## src/hdl/subcmd_regs.svh

```systemverilog
`ifndef SUBCMD_REGS_SVH
`define SUBCMD_REGS_SVH

// Subcommand codes
`define CMD_PART_ID          16'h0001
`define CMD_FIRMWARE_INFO    16'h0002
`define CMD_SILICON_REVISION 16'h0003
`define CMD_UNLOCK_KEY       16'h0035
`define CMD_BALANCING_MASK   16'h0083
`define CMD_WAKE_TIMER       16'h0094
`define CMD_FAULT_RECOVERY   16'h009b

// Answer lengths in bytes
`define LEN_NONE     3'h0
`define LEN_BYTE     3'h1
`define LEN_WORD     3'h2
`define LEN_FIRMWARE 3'h6

// Balancing mask: bits 1..5 are cells, 0/6/7 reserved
`define BAL_VALID_MASK 8'h3e
`define BAL_RESET      8'h00

// Wake timer control field positions
`define WT_CODE_LSB     0
`define WT_CODE_MSB     7
`define WT_SD_BIT       8
`define WT_DLY_LSB      9
`define WT_DLY_MSB      10
`define WT_ALARM_BIT    11
`define WT_CTRL_MSB     11
`define WT_CTRL_RESET   12'h000

// Fault recovery field positions
`define REC_LSB   1
`define REC_MSB   7
`define REC_RESET 7'h00

// Regulator control register fields
`define REG_EN_BIT    3
`define REG_VOLT_LSB  0
`define REG_VOLT_MSB  2

// Wake timer code ranges
`define WT_FINE_LAST   8'h10
`define WT_COARSE_BIAS 10'h00c

// Timing
`define CLK_KHZ          125000
`define WAKE_TICK_MS     250
`define UNLOCK_WINDOW_MS 5000

`endif

```

## src/hdl/subcmd_pkg.sv

```systemverilog
package subcmd_pkg;

    typedef struct packed {
        logic        valid;
        logic        write;
        logic [15:0] code;
        logic [31:0] data;
    } subcmd_req_t;

    typedef struct packed {
        logic        valid;
        logic [2:0]  len;
        logic [47:0] data;
    } subcmd_rsp_t;

    typedef struct packed {
        logic       alarm_wake_enable;
        logic [1:0] shutdown_delay_select;
        logic       timer_shutdown_enable;
        logic [7:0] wake_timer_code;
    } wake_timer_ctrl_t;

    typedef struct packed {
        logic cell_voltage_fault_clear;
        logic diagnostic_fault_clear;
        logic short_circuit_fault_clear;
        logic discharge_overcurrent_a_clear;
        logic discharge_overcurrent_b_clear;
        logic charge_overcurrent_clear;
        logic temperature_fault_clear;
    } fault_recovery_t;

    typedef struct packed {
        logic       enable;
        logic [2:0] voltage;
    } regulator_setting_t;

    typedef enum logic {
        TMR_IDLE,
        TMR_RUN
    } timer_state_t;

endpackage

```

## src/hdl/wake_timer.sv

```systemverilog
`timescale 1ns/1ps
`include "subcmd_regs.svh"

module wake_timer
    import subcmd_pkg::*;
#(
    parameter int unsigned TICK_CYCLES = `WAKE_TICK_MS * `CLK_KHZ
) (
    // Clock and reset
    input  wire logic             i_clk,
    input  wire logic             i_rst_b,
    // Control
    input  wire logic             i_start,
    input  wire logic             i_stop,
    input  wire wake_timer_ctrl_t i_ctrl,
    input  wire logic             i_reg_powered,
    input  wire logic             i_alarm_any,
    // Status
    output logic                  o_running,
    output logic                  o_hold_off
);

    localparam int PW = $clog2(TICK_CYCLES + 1);

    if (TICK_CYCLES < 1) begin : g_chk
        $error("TICK_CYCLES must be at least one");
    end

    function automatic logic [9:0] duration(input logic [7:0] code);
        logic [9:0] c;
        c = {2'b00, code};
        if (code <= `WT_FINE_LAST) begin
            duration = c;
        end else begin
            duration = (c - `WT_COARSE_BIAS) << 2;
        end
    endfunction

    function automatic logic [9:0] delay_ticks(input logic [1:0] sel);
        unique case (sel)
            2'h0: delay_ticks = 10'h000;
            2'h1: delay_ticks = 10'h001;
            2'h2: delay_ticks = 10'h004;
            2'h3: delay_ticks = 10'h010;
        endcase
    endfunction

    timer_state_t     state;
    wake_timer_ctrl_t ctrl;
    logic [PW-1:0]    pre;
    logic [9:0]       elapsed;
    logic             shut_pending;

    wire        tick         = (pre == PW'(TICK_CYCLES - 1));
    wire [9:0]  next_elapsed = elapsed + 10'h001;
    wire        expire       = tick && (next_elapsed == duration(ctrl.wake_timer_code));
    wire        shut_due     = shut_pending && tick &&
                               (next_elapsed == delay_ticks(ctrl.shutdown_delay_select));
    wire        alarm_wake   = i_alarm_any && ctrl.alarm_wake_enable &&
                               ctrl.timer_shutdown_enable;
    wire        sd_now       = i_ctrl.timer_shutdown_enable && i_reg_powered;
    wire        no_delay     = (i_ctrl.shutdown_delay_select == 2'h0);

    assign o_running = (state == TMR_RUN);

    always_ff @(posedge i_clk or negedge i_rst_b) begin
        if (!i_rst_b) begin
            state        <= TMR_IDLE;
            ctrl         <= `WT_CTRL_RESET;
            pre          <= '0;
            elapsed      <= 10'h000;
            shut_pending <= 1'b0;
            o_hold_off   <= 1'b0;
        end else if (i_start) begin
            state        <= TMR_RUN;
            ctrl         <= i_ctrl;
            pre          <= '0;
            elapsed      <= 10'h000;
            shut_pending <= sd_now && !no_delay;
            o_hold_off   <= o_hold_off || (sd_now && no_delay);
        end else if (i_stop) begin
            state        <= TMR_IDLE;
            shut_pending <= 1'b0;
            o_hold_off   <= 1'b0;
        end else if (state == TMR_RUN) begin
            pre <= tick ? '0 : pre + PW'(1);
            if (tick) begin
                elapsed <= next_elapsed;
            end
            if (expire) begin
                state        <= TMR_IDLE;
                shut_pending <= 1'b0;
                o_hold_off   <= 1'b0;
            end else if (alarm_wake) begin
                shut_pending <= 1'b0;
                o_hold_off   <= 1'b0;
            end else if (shut_due) begin
                shut_pending <= 1'b0;
                o_hold_off   <= 1'b1;
            end
        end
    end

endmodule

```

## src/hdl/subcommand_data_fields.sv

```systemverilog
// Behaviour
// - Part id read answers two bytes, low byte first.
// - Firmware read answers part id, version, BCD build, each high byte first.
// - Silicon revision read answers a fixed 16-bit word.
// - Full access granted only when both key words match.
// - Second key within 5 s of first, nothing in between.
// - Balancing mask read shows cells now balanced.
// - Writing mask starts balancing set cells; zero stops all.
// - Bits 1..5 are cells; bits 0, 6, 7 read zero.
// - Timer codes: 1-16 quarter seconds, 17-255 whole seconds, 0 off.
// - Any non-zero timer code write starts the timer.
// - Shutdown bit turns regulator off after selected delay.
// - Timer expiry turns regulator back on per control register.
// - Shutdown delay codes: none, 250 ms, 1 s, 4 s when powered.
// - Alarm wake plus shutdown bit restores regulator on alarm.
// - Recovery bits 7, 6 pulse voltage and diagnostic clears.
// - Recovery bits 5, 4, 3 pulse short and discharge clears.
// - Recovery bits 2, 1 pulse charge and temperature clears.
// - Mask, timer, recovery readable always, writable only unlocked.
// - Regulator control: bit 3 enable, 3-bit voltage select.
`timescale 1ns/1ps
`include "subcmd_regs.svh"

module subcommand_data_fields
    import subcmd_pkg::*;
#(
    // Arbitrary identity values
    parameter logic [15:0] PART_ID_VALUE      = 16'h1234,
    parameter logic [15:0] FIRMWARE_MAJOR_MIN = 16'h0100,
    parameter logic [15:0] FIRMWARE_BUILD     = 16'h0001,
    parameter logic [15:0] SILICON_REVISION   = 16'h0001,
    // Arbitrary default unlock key
    parameter logic [15:0] UNLOCK_KEY_FIRST   = 16'h4a5b,
    parameter logic [15:0] UNLOCK_KEY_SECOND  = 16'hc6d7,
    // Timing
    parameter int unsigned TICK_CYCLES        = `WAKE_TICK_MS * `CLK_KHZ,
    parameter int unsigned KEY_WINDOW_CYCLES  = `UNLOCK_WINDOW_MS * `CLK_KHZ
) (
    // Clock and reset
    input  wire logic               i_clk,
    input  wire logic               i_rst_b,
    // Subcommand port from host link engine
    input  wire subcmd_req_t        i_req,
    output subcmd_rsp_t             o_rsp,
    // Access level
    input  wire logic               i_seal,
    output logic                    o_unlocked_access_level,
    // Regulator
    input  wire logic [7:0]         i_regulator_control,
    input  wire logic               i_alarm_any,
    output regulator_setting_t      o_output_regulator,
    // Balancing and recovery
    output logic [7:0]              o_balance_cell_bits,
    output fault_recovery_t         o_fault_recovery
);

    localparam int WW = $clog2(KEY_WINDOW_CYCLES + 1);

    if (TICK_CYCLES < 1 || KEY_WINDOW_CYCLES < 1) begin : g_chk
        $error("Timing counts must be at least one");
    end

    function automatic logic [15:0] swap16(input logic [15:0] w);
        swap16 = {w[7:0], w[15:8]};
    endfunction

    // Registers
    logic [15:0]      unlock_key_first_word;
    logic [15:0]      unlock_key_second_word;
    wake_timer_ctrl_t wake_timer_control;
    fault_recovery_t  recovery_last;
    logic             key_armed;
    logic [WW-1:0]    key_window;

    // Request decode
    wire rd_req  = i_req.valid && !i_req.write;
    wire wr_req  = i_req.valid && i_req.write && o_unlocked_access_level;
    wire hit_bal = (i_req.code == `CMD_BALANCING_MASK);
    wire hit_tmr = (i_req.code == `CMD_WAKE_TIMER);
    wire hit_rec = (i_req.code == `CMD_FAULT_RECOVERY);
    wire hit_key = (i_req.code == `CMD_UNLOCK_KEY);

    wire wr_bal  = wr_req && hit_bal;
    wire wr_tmr  = wr_req && hit_tmr;
    wire wr_rec  = wr_req && hit_rec;
    wire wr_key  = wr_req && hit_key;

    wire [7:0] bal_in = i_req.data[7:0] & `BAL_VALID_MASK;
    wire wake_timer_ctrl_t tmr_in = i_req.data[`WT_CTRL_MSB:0];
    wire fault_recovery_t  rec_in = i_req.data[`REC_MSB:`REC_LSB];

    wire tmr_start = wr_tmr &&
                     (tmr_in.wake_timer_code != 8'h00);
    wire tmr_stop  = wr_tmr &&
                     (tmr_in.wake_timer_code == 8'h00);

    // Unlock sequence decode
    wire in_window   = (key_window < WW'(KEY_WINDOW_CYCLES));
    wire key_done    = i_req.valid && key_armed && in_window &&
                       (i_req.code == unlock_key_second_word);
    wire key_start   = i_req.valid && !o_unlocked_access_level &&
                       (i_req.code == unlock_key_first_word);

    // Regulator setting from its control register
    wire regulator_setting_t reg_ctrl = {
        i_regulator_control[`REG_EN_BIT],
        i_regulator_control[`REG_VOLT_MSB:`REG_VOLT_LSB]
    };

    logic tmr_hold_off;

    wake_timer #(
        .TICK_CYCLES (TICK_CYCLES)
    ) u_wake_timer (
        .i_clk         (i_clk),
        .i_rst_b       (i_rst_b),
        .i_start       (tmr_start),
        .i_stop        (tmr_stop),
        .i_ctrl        (tmr_in),
        .i_reg_powered (reg_ctrl.enable),
        .i_alarm_any   (i_alarm_any),
        .o_running     (),
        .o_hold_off    (tmr_hold_off)
    );

    // Read answer select
    logic [2:0]  rd_len;
    logic [47:0] rd_data;

    always_comb begin
        rd_len  = `LEN_NONE;
        rd_data = 48'h000000000000;
        unique case (i_req.code)
            `CMD_PART_ID: begin
                rd_len  = `LEN_WORD;
                rd_data = {32'h00000000, PART_ID_VALUE};
            end
            `CMD_FIRMWARE_INFO: begin
                rd_len  = `LEN_FIRMWARE;
                rd_data = {swap16(FIRMWARE_BUILD),
                           swap16(FIRMWARE_MAJOR_MIN),
                           swap16(PART_ID_VALUE)};
            end
            `CMD_SILICON_REVISION: begin
                rd_len  = `LEN_WORD;
                rd_data = {32'h00000000, SILICON_REVISION};
            end
            `CMD_BALANCING_MASK: begin
                rd_len  = `LEN_BYTE;
                rd_data = {40'h0000000000, o_balance_cell_bits};
            end
            `CMD_WAKE_TIMER: begin
                rd_len  = `LEN_WORD;
                rd_data = {36'h000000000, wake_timer_control};
            end
            `CMD_FAULT_RECOVERY: begin
                rd_len  = `LEN_BYTE;
                rd_data = {40'h0000000000, recovery_last, 1'b0};
            end
            default: begin
                rd_len  = `LEN_NONE;
                rd_data = 48'h000000000000;
            end
        endcase
    end

    // Answer register
    always_ff @(posedge i_clk or negedge i_rst_b) begin
        if (!i_rst_b) begin
            o_rsp <= '0;
        end else begin
            o_rsp.valid <= rd_req;
            o_rsp.len   <= rd_req ? rd_len : `LEN_NONE;
            o_rsp.data  <= rd_req ? rd_data : 48'h000000000000;
        end
    end

    always_ff @(posedge i_clk or negedge i_rst_b) begin
        if (!i_rst_b) begin
            o_balance_cell_bits <= `BAL_RESET;
        end else if (wr_bal) begin
            o_balance_cell_bits <= bal_in;
        end
    end

    always_ff @(posedge i_clk or negedge i_rst_b) begin
        if (!i_rst_b) begin
            o_fault_recovery <= `REC_RESET;
            recovery_last    <= `REC_RESET;
        end else begin
            o_fault_recovery <= wr_rec ? rec_in : `REC_RESET;
            if (wr_rec) begin
                recovery_last <= rec_in;
            end
        end
    end

    // Timer control field
    always_ff @(posedge i_clk or negedge i_rst_b) begin
        if (!i_rst_b) begin
            wake_timer_control <= `WT_CTRL_RESET;
        end else if (wr_tmr) begin
            wake_timer_control <= tmr_in;
        end
    end

    // regulator follows control unless held off
    always_ff @(posedge i_clk or negedge i_rst_b) begin
        if (!i_rst_b) begin
            o_output_regulator <= '0;
        end else begin
            o_output_regulator.enable  <= reg_ctrl.enable && !tmr_hold_off;
            o_output_regulator.voltage <= reg_ctrl.voltage;
        end
    end

    // Key pair storage, writable only at full access
    always_ff @(posedge i_clk or negedge i_rst_b) begin
        if (!i_rst_b) begin
            unlock_key_first_word  <= UNLOCK_KEY_FIRST;
            unlock_key_second_word <= UNLOCK_KEY_SECOND;
        end else if (wr_key) begin
            unlock_key_first_word  <= i_req.data[15:0];
            unlock_key_second_word <= i_req.data[31:16];
        end
    end

    // arm on first word; any other request disarms
    always_ff @(posedge i_clk or negedge i_rst_b) begin
        if (!i_rst_b) begin
            key_armed  <= 1'b0;
            key_window <= '0;
        end else if (i_req.valid) begin
            key_armed  <= key_start && !key_done;
            key_window <= '0;
        end else if (key_armed) begin
            if (in_window) begin
                key_window <= key_window + WW'(1);
            end else begin
                key_armed <= 1'b0;
            end
        end
    end

    always_ff @(posedge i_clk or negedge i_rst_b) begin
        if (!i_rst_b) begin
            o_unlocked_access_level <= 1'b0;
        end else if (i_seal) begin
            o_unlocked_access_level <= 1'b0;
        end else if (key_done) begin
            o_unlocked_access_level <= 1'b1;
        end
    end

endmodule

```

## config.mk

```make
export PLATFORM = sky130hd
export DESIGN_NAME = subcommand_data_fields
export DESIGN_NICKNAME = d
export VERILOG_FILES = /design/src/hdl/subcmd_pkg.sv /design/src/hdl/wake_timer.sv /design/src/hdl/subcommand_data_fields.sv
export VERILOG_INCLUDE_DIRS = /design/src /design/src/hdl
export SDC_FILE = /design/constraint.sdc
export NUM_CORES = 1
export LEC_CHECK = 0
export BUFFER_PORTS_ARGS = -buffer_cell sky130_fd_sc_hd__buf_4
export CORE_MARGIN = 3
export CORE_UTILIZATION = 50
export DETAILED_ROUTE_END_ITERATION = 6
export PLACE_DENSITY_LB_ADDON = 0.1
export SYNTH_ARGS = -nofsm -noshare
export SYNTH_HDL_FRONTEND = slang
export SYNTH_SLANG_ARGS = --single-unit
```

## constraint.sdc

```tcl
create_clock -name i_clk -period 4.5 [get_ports i_clk]
set_input_delay 0.9 -clock i_clk [delete_from_list [all_inputs] [get_ports i_clk]]
set_output_delay 0.9 -clock i_clk [all_outputs]
set_load 0.005 [all_outputs]
```

# ---- Yosys cells after proc, flatten, opt, wreduce, memory -nomap -nowiden
# Cells that the tools add are included.
dict set report totals {
  ff_bits 201
  latch_bits 0
  ramBits 0
  rom_bits 0
  inputBits 62
  output_inout_bits 72
  elab_cells 146
  mem_count 0
}
dict set report classes {
  add_sub_neg 4
  multipliers 0
  div_mod_pow 0
  n_lt_le_gt_ge 2
  eq_ne 16
  shifts 0
  n_mux 39
  n_bitwise 0
  reduce_logical 47
}
# operator n
set op_table {}
lappend op_table {{$pmux 41 s6} 1}
lappend op_table {{$mux 25} 4}
lappend op_table {{$mux 30} 3}
lappend op_table {{$mux 10} 5}
lappend op_table {{$eq 16x8->1 const B} 3}
lappend op_table {{$mux 48} 1}
lappend op_table {{$pmux 10 s4} 1}
lappend op_table {{$eq 16x16->1} 2}
lappend op_table {{$eq 16x2->1 const B} 2}
lappend op_table {{$add 30x1->30 const B} 1}
lappend op_table {{$lt 30x30->1 const B} 1}
lappend op_table {{$add 25x1->25 const B} 1}
lappend op_table {{$eq 25x25->1 const B} 1}
lappend op_table {{$logic_and 1x1->1} 24}
lappend op_table {{$mux 1} 21}
lappend op_table {{$eq 10x10->1} 2}
lappend op_table {{$eq 16x1->1 const B} 1}
lappend op_table {{$eq 16x6->1 const B} 1}
lappend op_table {{$add 10x1->10 const B} 1}
lappend op_table {{$reduce_bool 2->1} 5}
lappend op_table {{$pmux 3 s3} 1}
lappend op_table {{$le 8x5->1 const B} 1}
lappend op_table {{$logic_not 8->1} 1}
lappend op_table {{$reduce_bool 8->1} 1}
lappend op_table {{15 further kinds} 23}

# ---- Logic depth before layout (Yosys ltp)
dict set report logic_depth {
  ltp_word 10
  ltp_mapped 11
  depth_no_buf 10
}

# ---- By module
# From an unflattened synthesis, not the netlist that was laid out.
dict set report unflattened {
  cells_unflattened 842
  area_unflattened_um2 8853.5
}
# module instances cells_per_inst area_each_um2 seq_area_each_um2
set modules_own_cells {}
lappend modules_own_cells {subcommand_data_fields 1 503 5685.5 2925.3}
lappend modules_own_cells {wake_timer 1 339 3168.0 1251.2}

# ---- Least setup slack after synthesis
# OpenSTA, ideal clock, no wires.
dict set report synth_timing {
  path_kind {input to register}
  startpoint {in i_req[42] in the netlist's numbering}
  endpoint {reg u_wake_timer.pre[17]}
  setup_time_ps 78
  arrival_ps 3237
  t_required_ps 4422
  path_slack_ps 1185
  cell_stages 9
  n_path_buf 2
  path_cell_list {or4_1 nor4_1 and3_1 buf_4 mux2i_1 or3_1 clkbuf_1 or3_1 a21oi_1}
}
dict set report synth_via {
  elab_chain_cells 5
  elab_cells_between_ends 8
  cone_classes {2 x eq/ne; 1 x mux; 5 x reduce/logical}
}
# item line
set synth_lines {}
lappend synth_lines {{from (decl)} subcommand_data_fields.sv:43} ;# input wire subcmd_req_t i_req,
lappend synth_lines {{$eq 16x8->1 *} --}
lappend synth_lines {{$logic_and 1x1->1 *} subcommand_data_fields.sv:84} ;# wire wr_tmr = wr_req && hit_tmr;
lappend synth_lines {{$logic_and 1x1->1 (on tied branches)} {subcommand_data_fields.sv:92, subcommand_data_fields.sv:94}}
lappend synth_lines {{$ne 2x2->1 (no line) / $reduce_bool 2->1 (equally long branches)} --}
lappend synth_lines {{$reduce_and 2->1 (no line)} --}
lappend synth_lines {{to (signal assigned)} wake_timer.sv:86} ;# pre <= tick ? '0 : pre + PW'(1);
lappend synth_lines {{to (decl)} wake_timer.sv:50} ;# logic [PW-1:0] pre;
# Every way passes the cells marked *; elsewhere a longest branch is shown, timed or not.
# A chain may end at the register's enable or synchronous reset.

# ---- Worst setup path in the final report
dict set report layout_timing {
  startpoint {in i_req[42] in the netlist's numbering}
  endpoint {reg u_wake_timer.pre[19]}
}
# The elaborated chain is that of the path after synthesis.

==> flow_summary.toml <==
[floorplanning]
die_area_um2 = 18520
num_rows = 46
fp.coreArea_um2 = 16230
io_pins = 134
die_w_um = 136.1
die_y_um = 136.1
start_util = 0.5214

[worst_setup_path]
crit_type = "primary input to flop"
crit_top_cell = "buf_4"
path_cells = "buf_4, or4_1, nor4_1, and3_1, mux2i_1, buf_4, or3_1, nor3_1, xnor2_1, nor2_1"
required_ns = 4.81
crit_path_end_kind = "flop"
cp_slowest_stage_delay_ns = 0.56
critical_path_arrival_ns = 3.64
cp_max_fo = 17
crit_path_top_delay_cell = "or4_1"
cp-start-kind = "primary input"

[global_routing]
grt-ovfl-total = 0
grt_pass1_vias = 6397
track_usage = 0.2257
antenna_found_initial = 0
grt_pass1_wl_um = 32930
grt_max_degree = 91

[yosys]
synth_cell_types = 66
synth-seq-area-share = 0.4935
synth-async-reset-ratio = 1.000
synth_area_um2 = 8463
synth_edf_count = 0
synthFlopType = "dfrtp_1"
syn_area_per_cell_um2 = 9.818
yosys_warnings = 0
syn_inst = 862
synth-seq-cells = 166

[detailed_routing]
viasPerCell = 5.614
dr_total_vias = 6619
wire_per_inst_um = 17.32
wl_um = 20420
drtPass1Iterations = 6
remaining_drc_errors = 0
drtAntennaViolNets = 0
initialDrtViolationCount = 502

[finish]
utilization = 0.6069
seqCellArea_um2 = 4177
fin_nets = 1017
stdcell_count = 1179
diodes = 0
multi_input_area_um2 = 3921
layout_common_cells = "dfrtp_1 (148), nand2_1 (116), buf_4 (106), nor2_1 (64), xnor2_1 (64)"
fillers = 1369
drive_above_1_share = 0.2056
postLayoutCellArea_um2 = 9851
final_common_cell = "dfrtp_1"
syn_to_final_growth_pct = 16.40

[worst_hold_path]
worstHoldPathType = "flop to flop"

[clock_network]
cts_max_level = 4
cts_resized = 0
worstSkewPairLatency_ns = 0.42
cts_setup_buffers = 0
cts_buffer_depth = 2
cts-buffers-inserted = 17
cts.sink_count = 166
clkTransAtPathRegs_ns = 0.06
cts_tree = "done"
postCtsHoldBufs = 0
cts-root-buf = "clkbuf_16"

[timing]
fin_tns_setup_ns = 0
skew_ns = 0.006444
report.final.slew_viol_count = 0
holdWs_ns = 0.4774
clock.fmax_mhz = 299.9
grt_setup_unrepaired = "false"
timing.final.hold_violations = 0
slew_headroom = 0.4483
setup_ws_ns = 1.166
worst-slew-pin-transition_ns = 0.8276
fin_crit_sh = 0.7409
setup_viol_count_final = 0
period_needed_ns = 3.334

[power_and_ir_drop]
p_leak_nw = 4.584
powerDensity_nw_per_um2 = 315.6
total_power_mw = 3.109
ir_worst_vdd_v = 0.0002693

[placement]
port_buffers = 94
place_ws_ns = 0.7243
dp.cells = 1147
routabilityCongestion = 0.8645
dpl.hpwl_um = 14610
place_area_um2 = 9250

[status]
status = "finished clean"

[flow_run]
cap_violations = 0
[state kept, by name, indices dropped and copies added (netlist names), 4 cells and up]
name / cells
o_balance_cell_bits: 5
u_wake_timer.pre: 25
o_rsp: 17
u_wake_timer.ctrl: 12
o_output_regulator: 4
key_window: 30
u_wake_timer.elapsed: 10
o_fault_recovery: 7
recovery_last: 7
wake_timer_control: 12
unlock_key_first_word: 16
unlock_key_second_word: 16
[final timing paths]
check / startpoint / to / slack (ns) / depth (start not counted)
min: u_wake_timer.ctrl[8]$_DFFE_PN0N_ / u_wake_timer.ctrl[8]$_DFFE_PN0N_ / 0.48 / 2
min in group asynchronous: i_rst_b / key_window[27]$_DFFE_PN0P_ / 0.52 / 1
min reg2reg: u_wake_timer.ctrl[8]$_DFFE_PN0N_ / u_wake_timer.ctrl[8]$_DFFE_PN0N_ / 0.48 / 2
max: i_req[42] / u_wake_timer.pre[19]$_DFFE_PN0P_ / 1.17 / 10
max in group asynchronous: i_rst_b / unlock_key_second_word[4]$_DFFE_PN1P_ / 2.96 / 2
max reg2reg: u_wake_timer.pre[17]$_DFFE_PN0P_ / u_wake_timer.o_hold_off$_DFFE_PN0P_ / 1.25 / 8
[layer usage]
| layer | global-route usage | vias to the layer above | share of wire |
|---|---|---|---|
| met2 | 0.3676 | 227 | 0.48 |
| met3 | 0.04367 | 16 | 0.064 |
| li1 | - | 3126 | - |
| met4 | 0.05991 | 0 | 0.011 |
| met5 | 0 | - | 0 |
| met1 | 0.3116 | 3250 | 0.45 |
[logic make-up after synthesis]
kind of cell / after synthesis / share of synthesized area
flops: 166 / 0.4935
other cells: 1 / 0.0004431
simple gates: 346 / 0.2048
fa+ha+maj: 5 / 0.007392
mux: 35 / 0.04598
buf+inv: 92 / 0.05825
xor+xnor: 83 / 0.08752
compound gates: 134 / 0.1022
[report_power, final]
group | internal [mW] | switching, mW | total, mW | leakage, nW
sequential | 1.49 | 0.000654 | 1.50 | 2.22
combinational | 0.0505 | 0.0822 | 0.133 | 2.08
clock | 0.851 | 0.630 | 1.48 | 0.286
total | 2.40 | 0.712 | 3.11 | 4.58
[cells in the mapped netlist, drive strengths merged, types with 5 or more instances]
cell type / n / area, µm²
dfrtp: 148 / 3704
nand2: 116 / 435.4
nor2: 64 / 240.2
xnor2: 64 / 560.5
o21ai: 49 / 245.2
buf: 40 / 297.8
clkbuf: 32 / 120.1
mux2: 31 / 349.1
nand3: 29 / 145.1
a21oi: 27 / 135.1
and3: 27 / 170.2
nand4: 22 / 143.9
nor3: 22 / 110.1
inv: 20 / 75.07
dfstp: 18 / 473.0
xor2: 18 / 157.7
nor4: 14 / 102.6
a21o: 11 / 82.58
o31ai: 10 / 80.07
or3: 9 / 56.30
or4: 7 / 52.55
nand2b: 6 / 37.54
a222oi: 5 / 50.05
ha: 5 / 62.56
nor2b: 5 / 31.28
[final cells by class]
class                      instances  area share
clock buffer                      19     0.04496
tap                              216     0.02744
timing repair buffer             107     0.08193
clock inverter                    13     0.01600
multi-input combinational        638      0.3981
sequential                       166      0.4240
inverter                          20    0.007621
[critical path, delay by kind of cell]
family                    cells  cell delay [ns]
xor gates and xnor gates      1             0.15
muxes                         1             0.09
buffers and inverters         2             0.34
and+or+nand+nor               6             2.15
No activity file was read; power rests on OpenSTA's default activity.
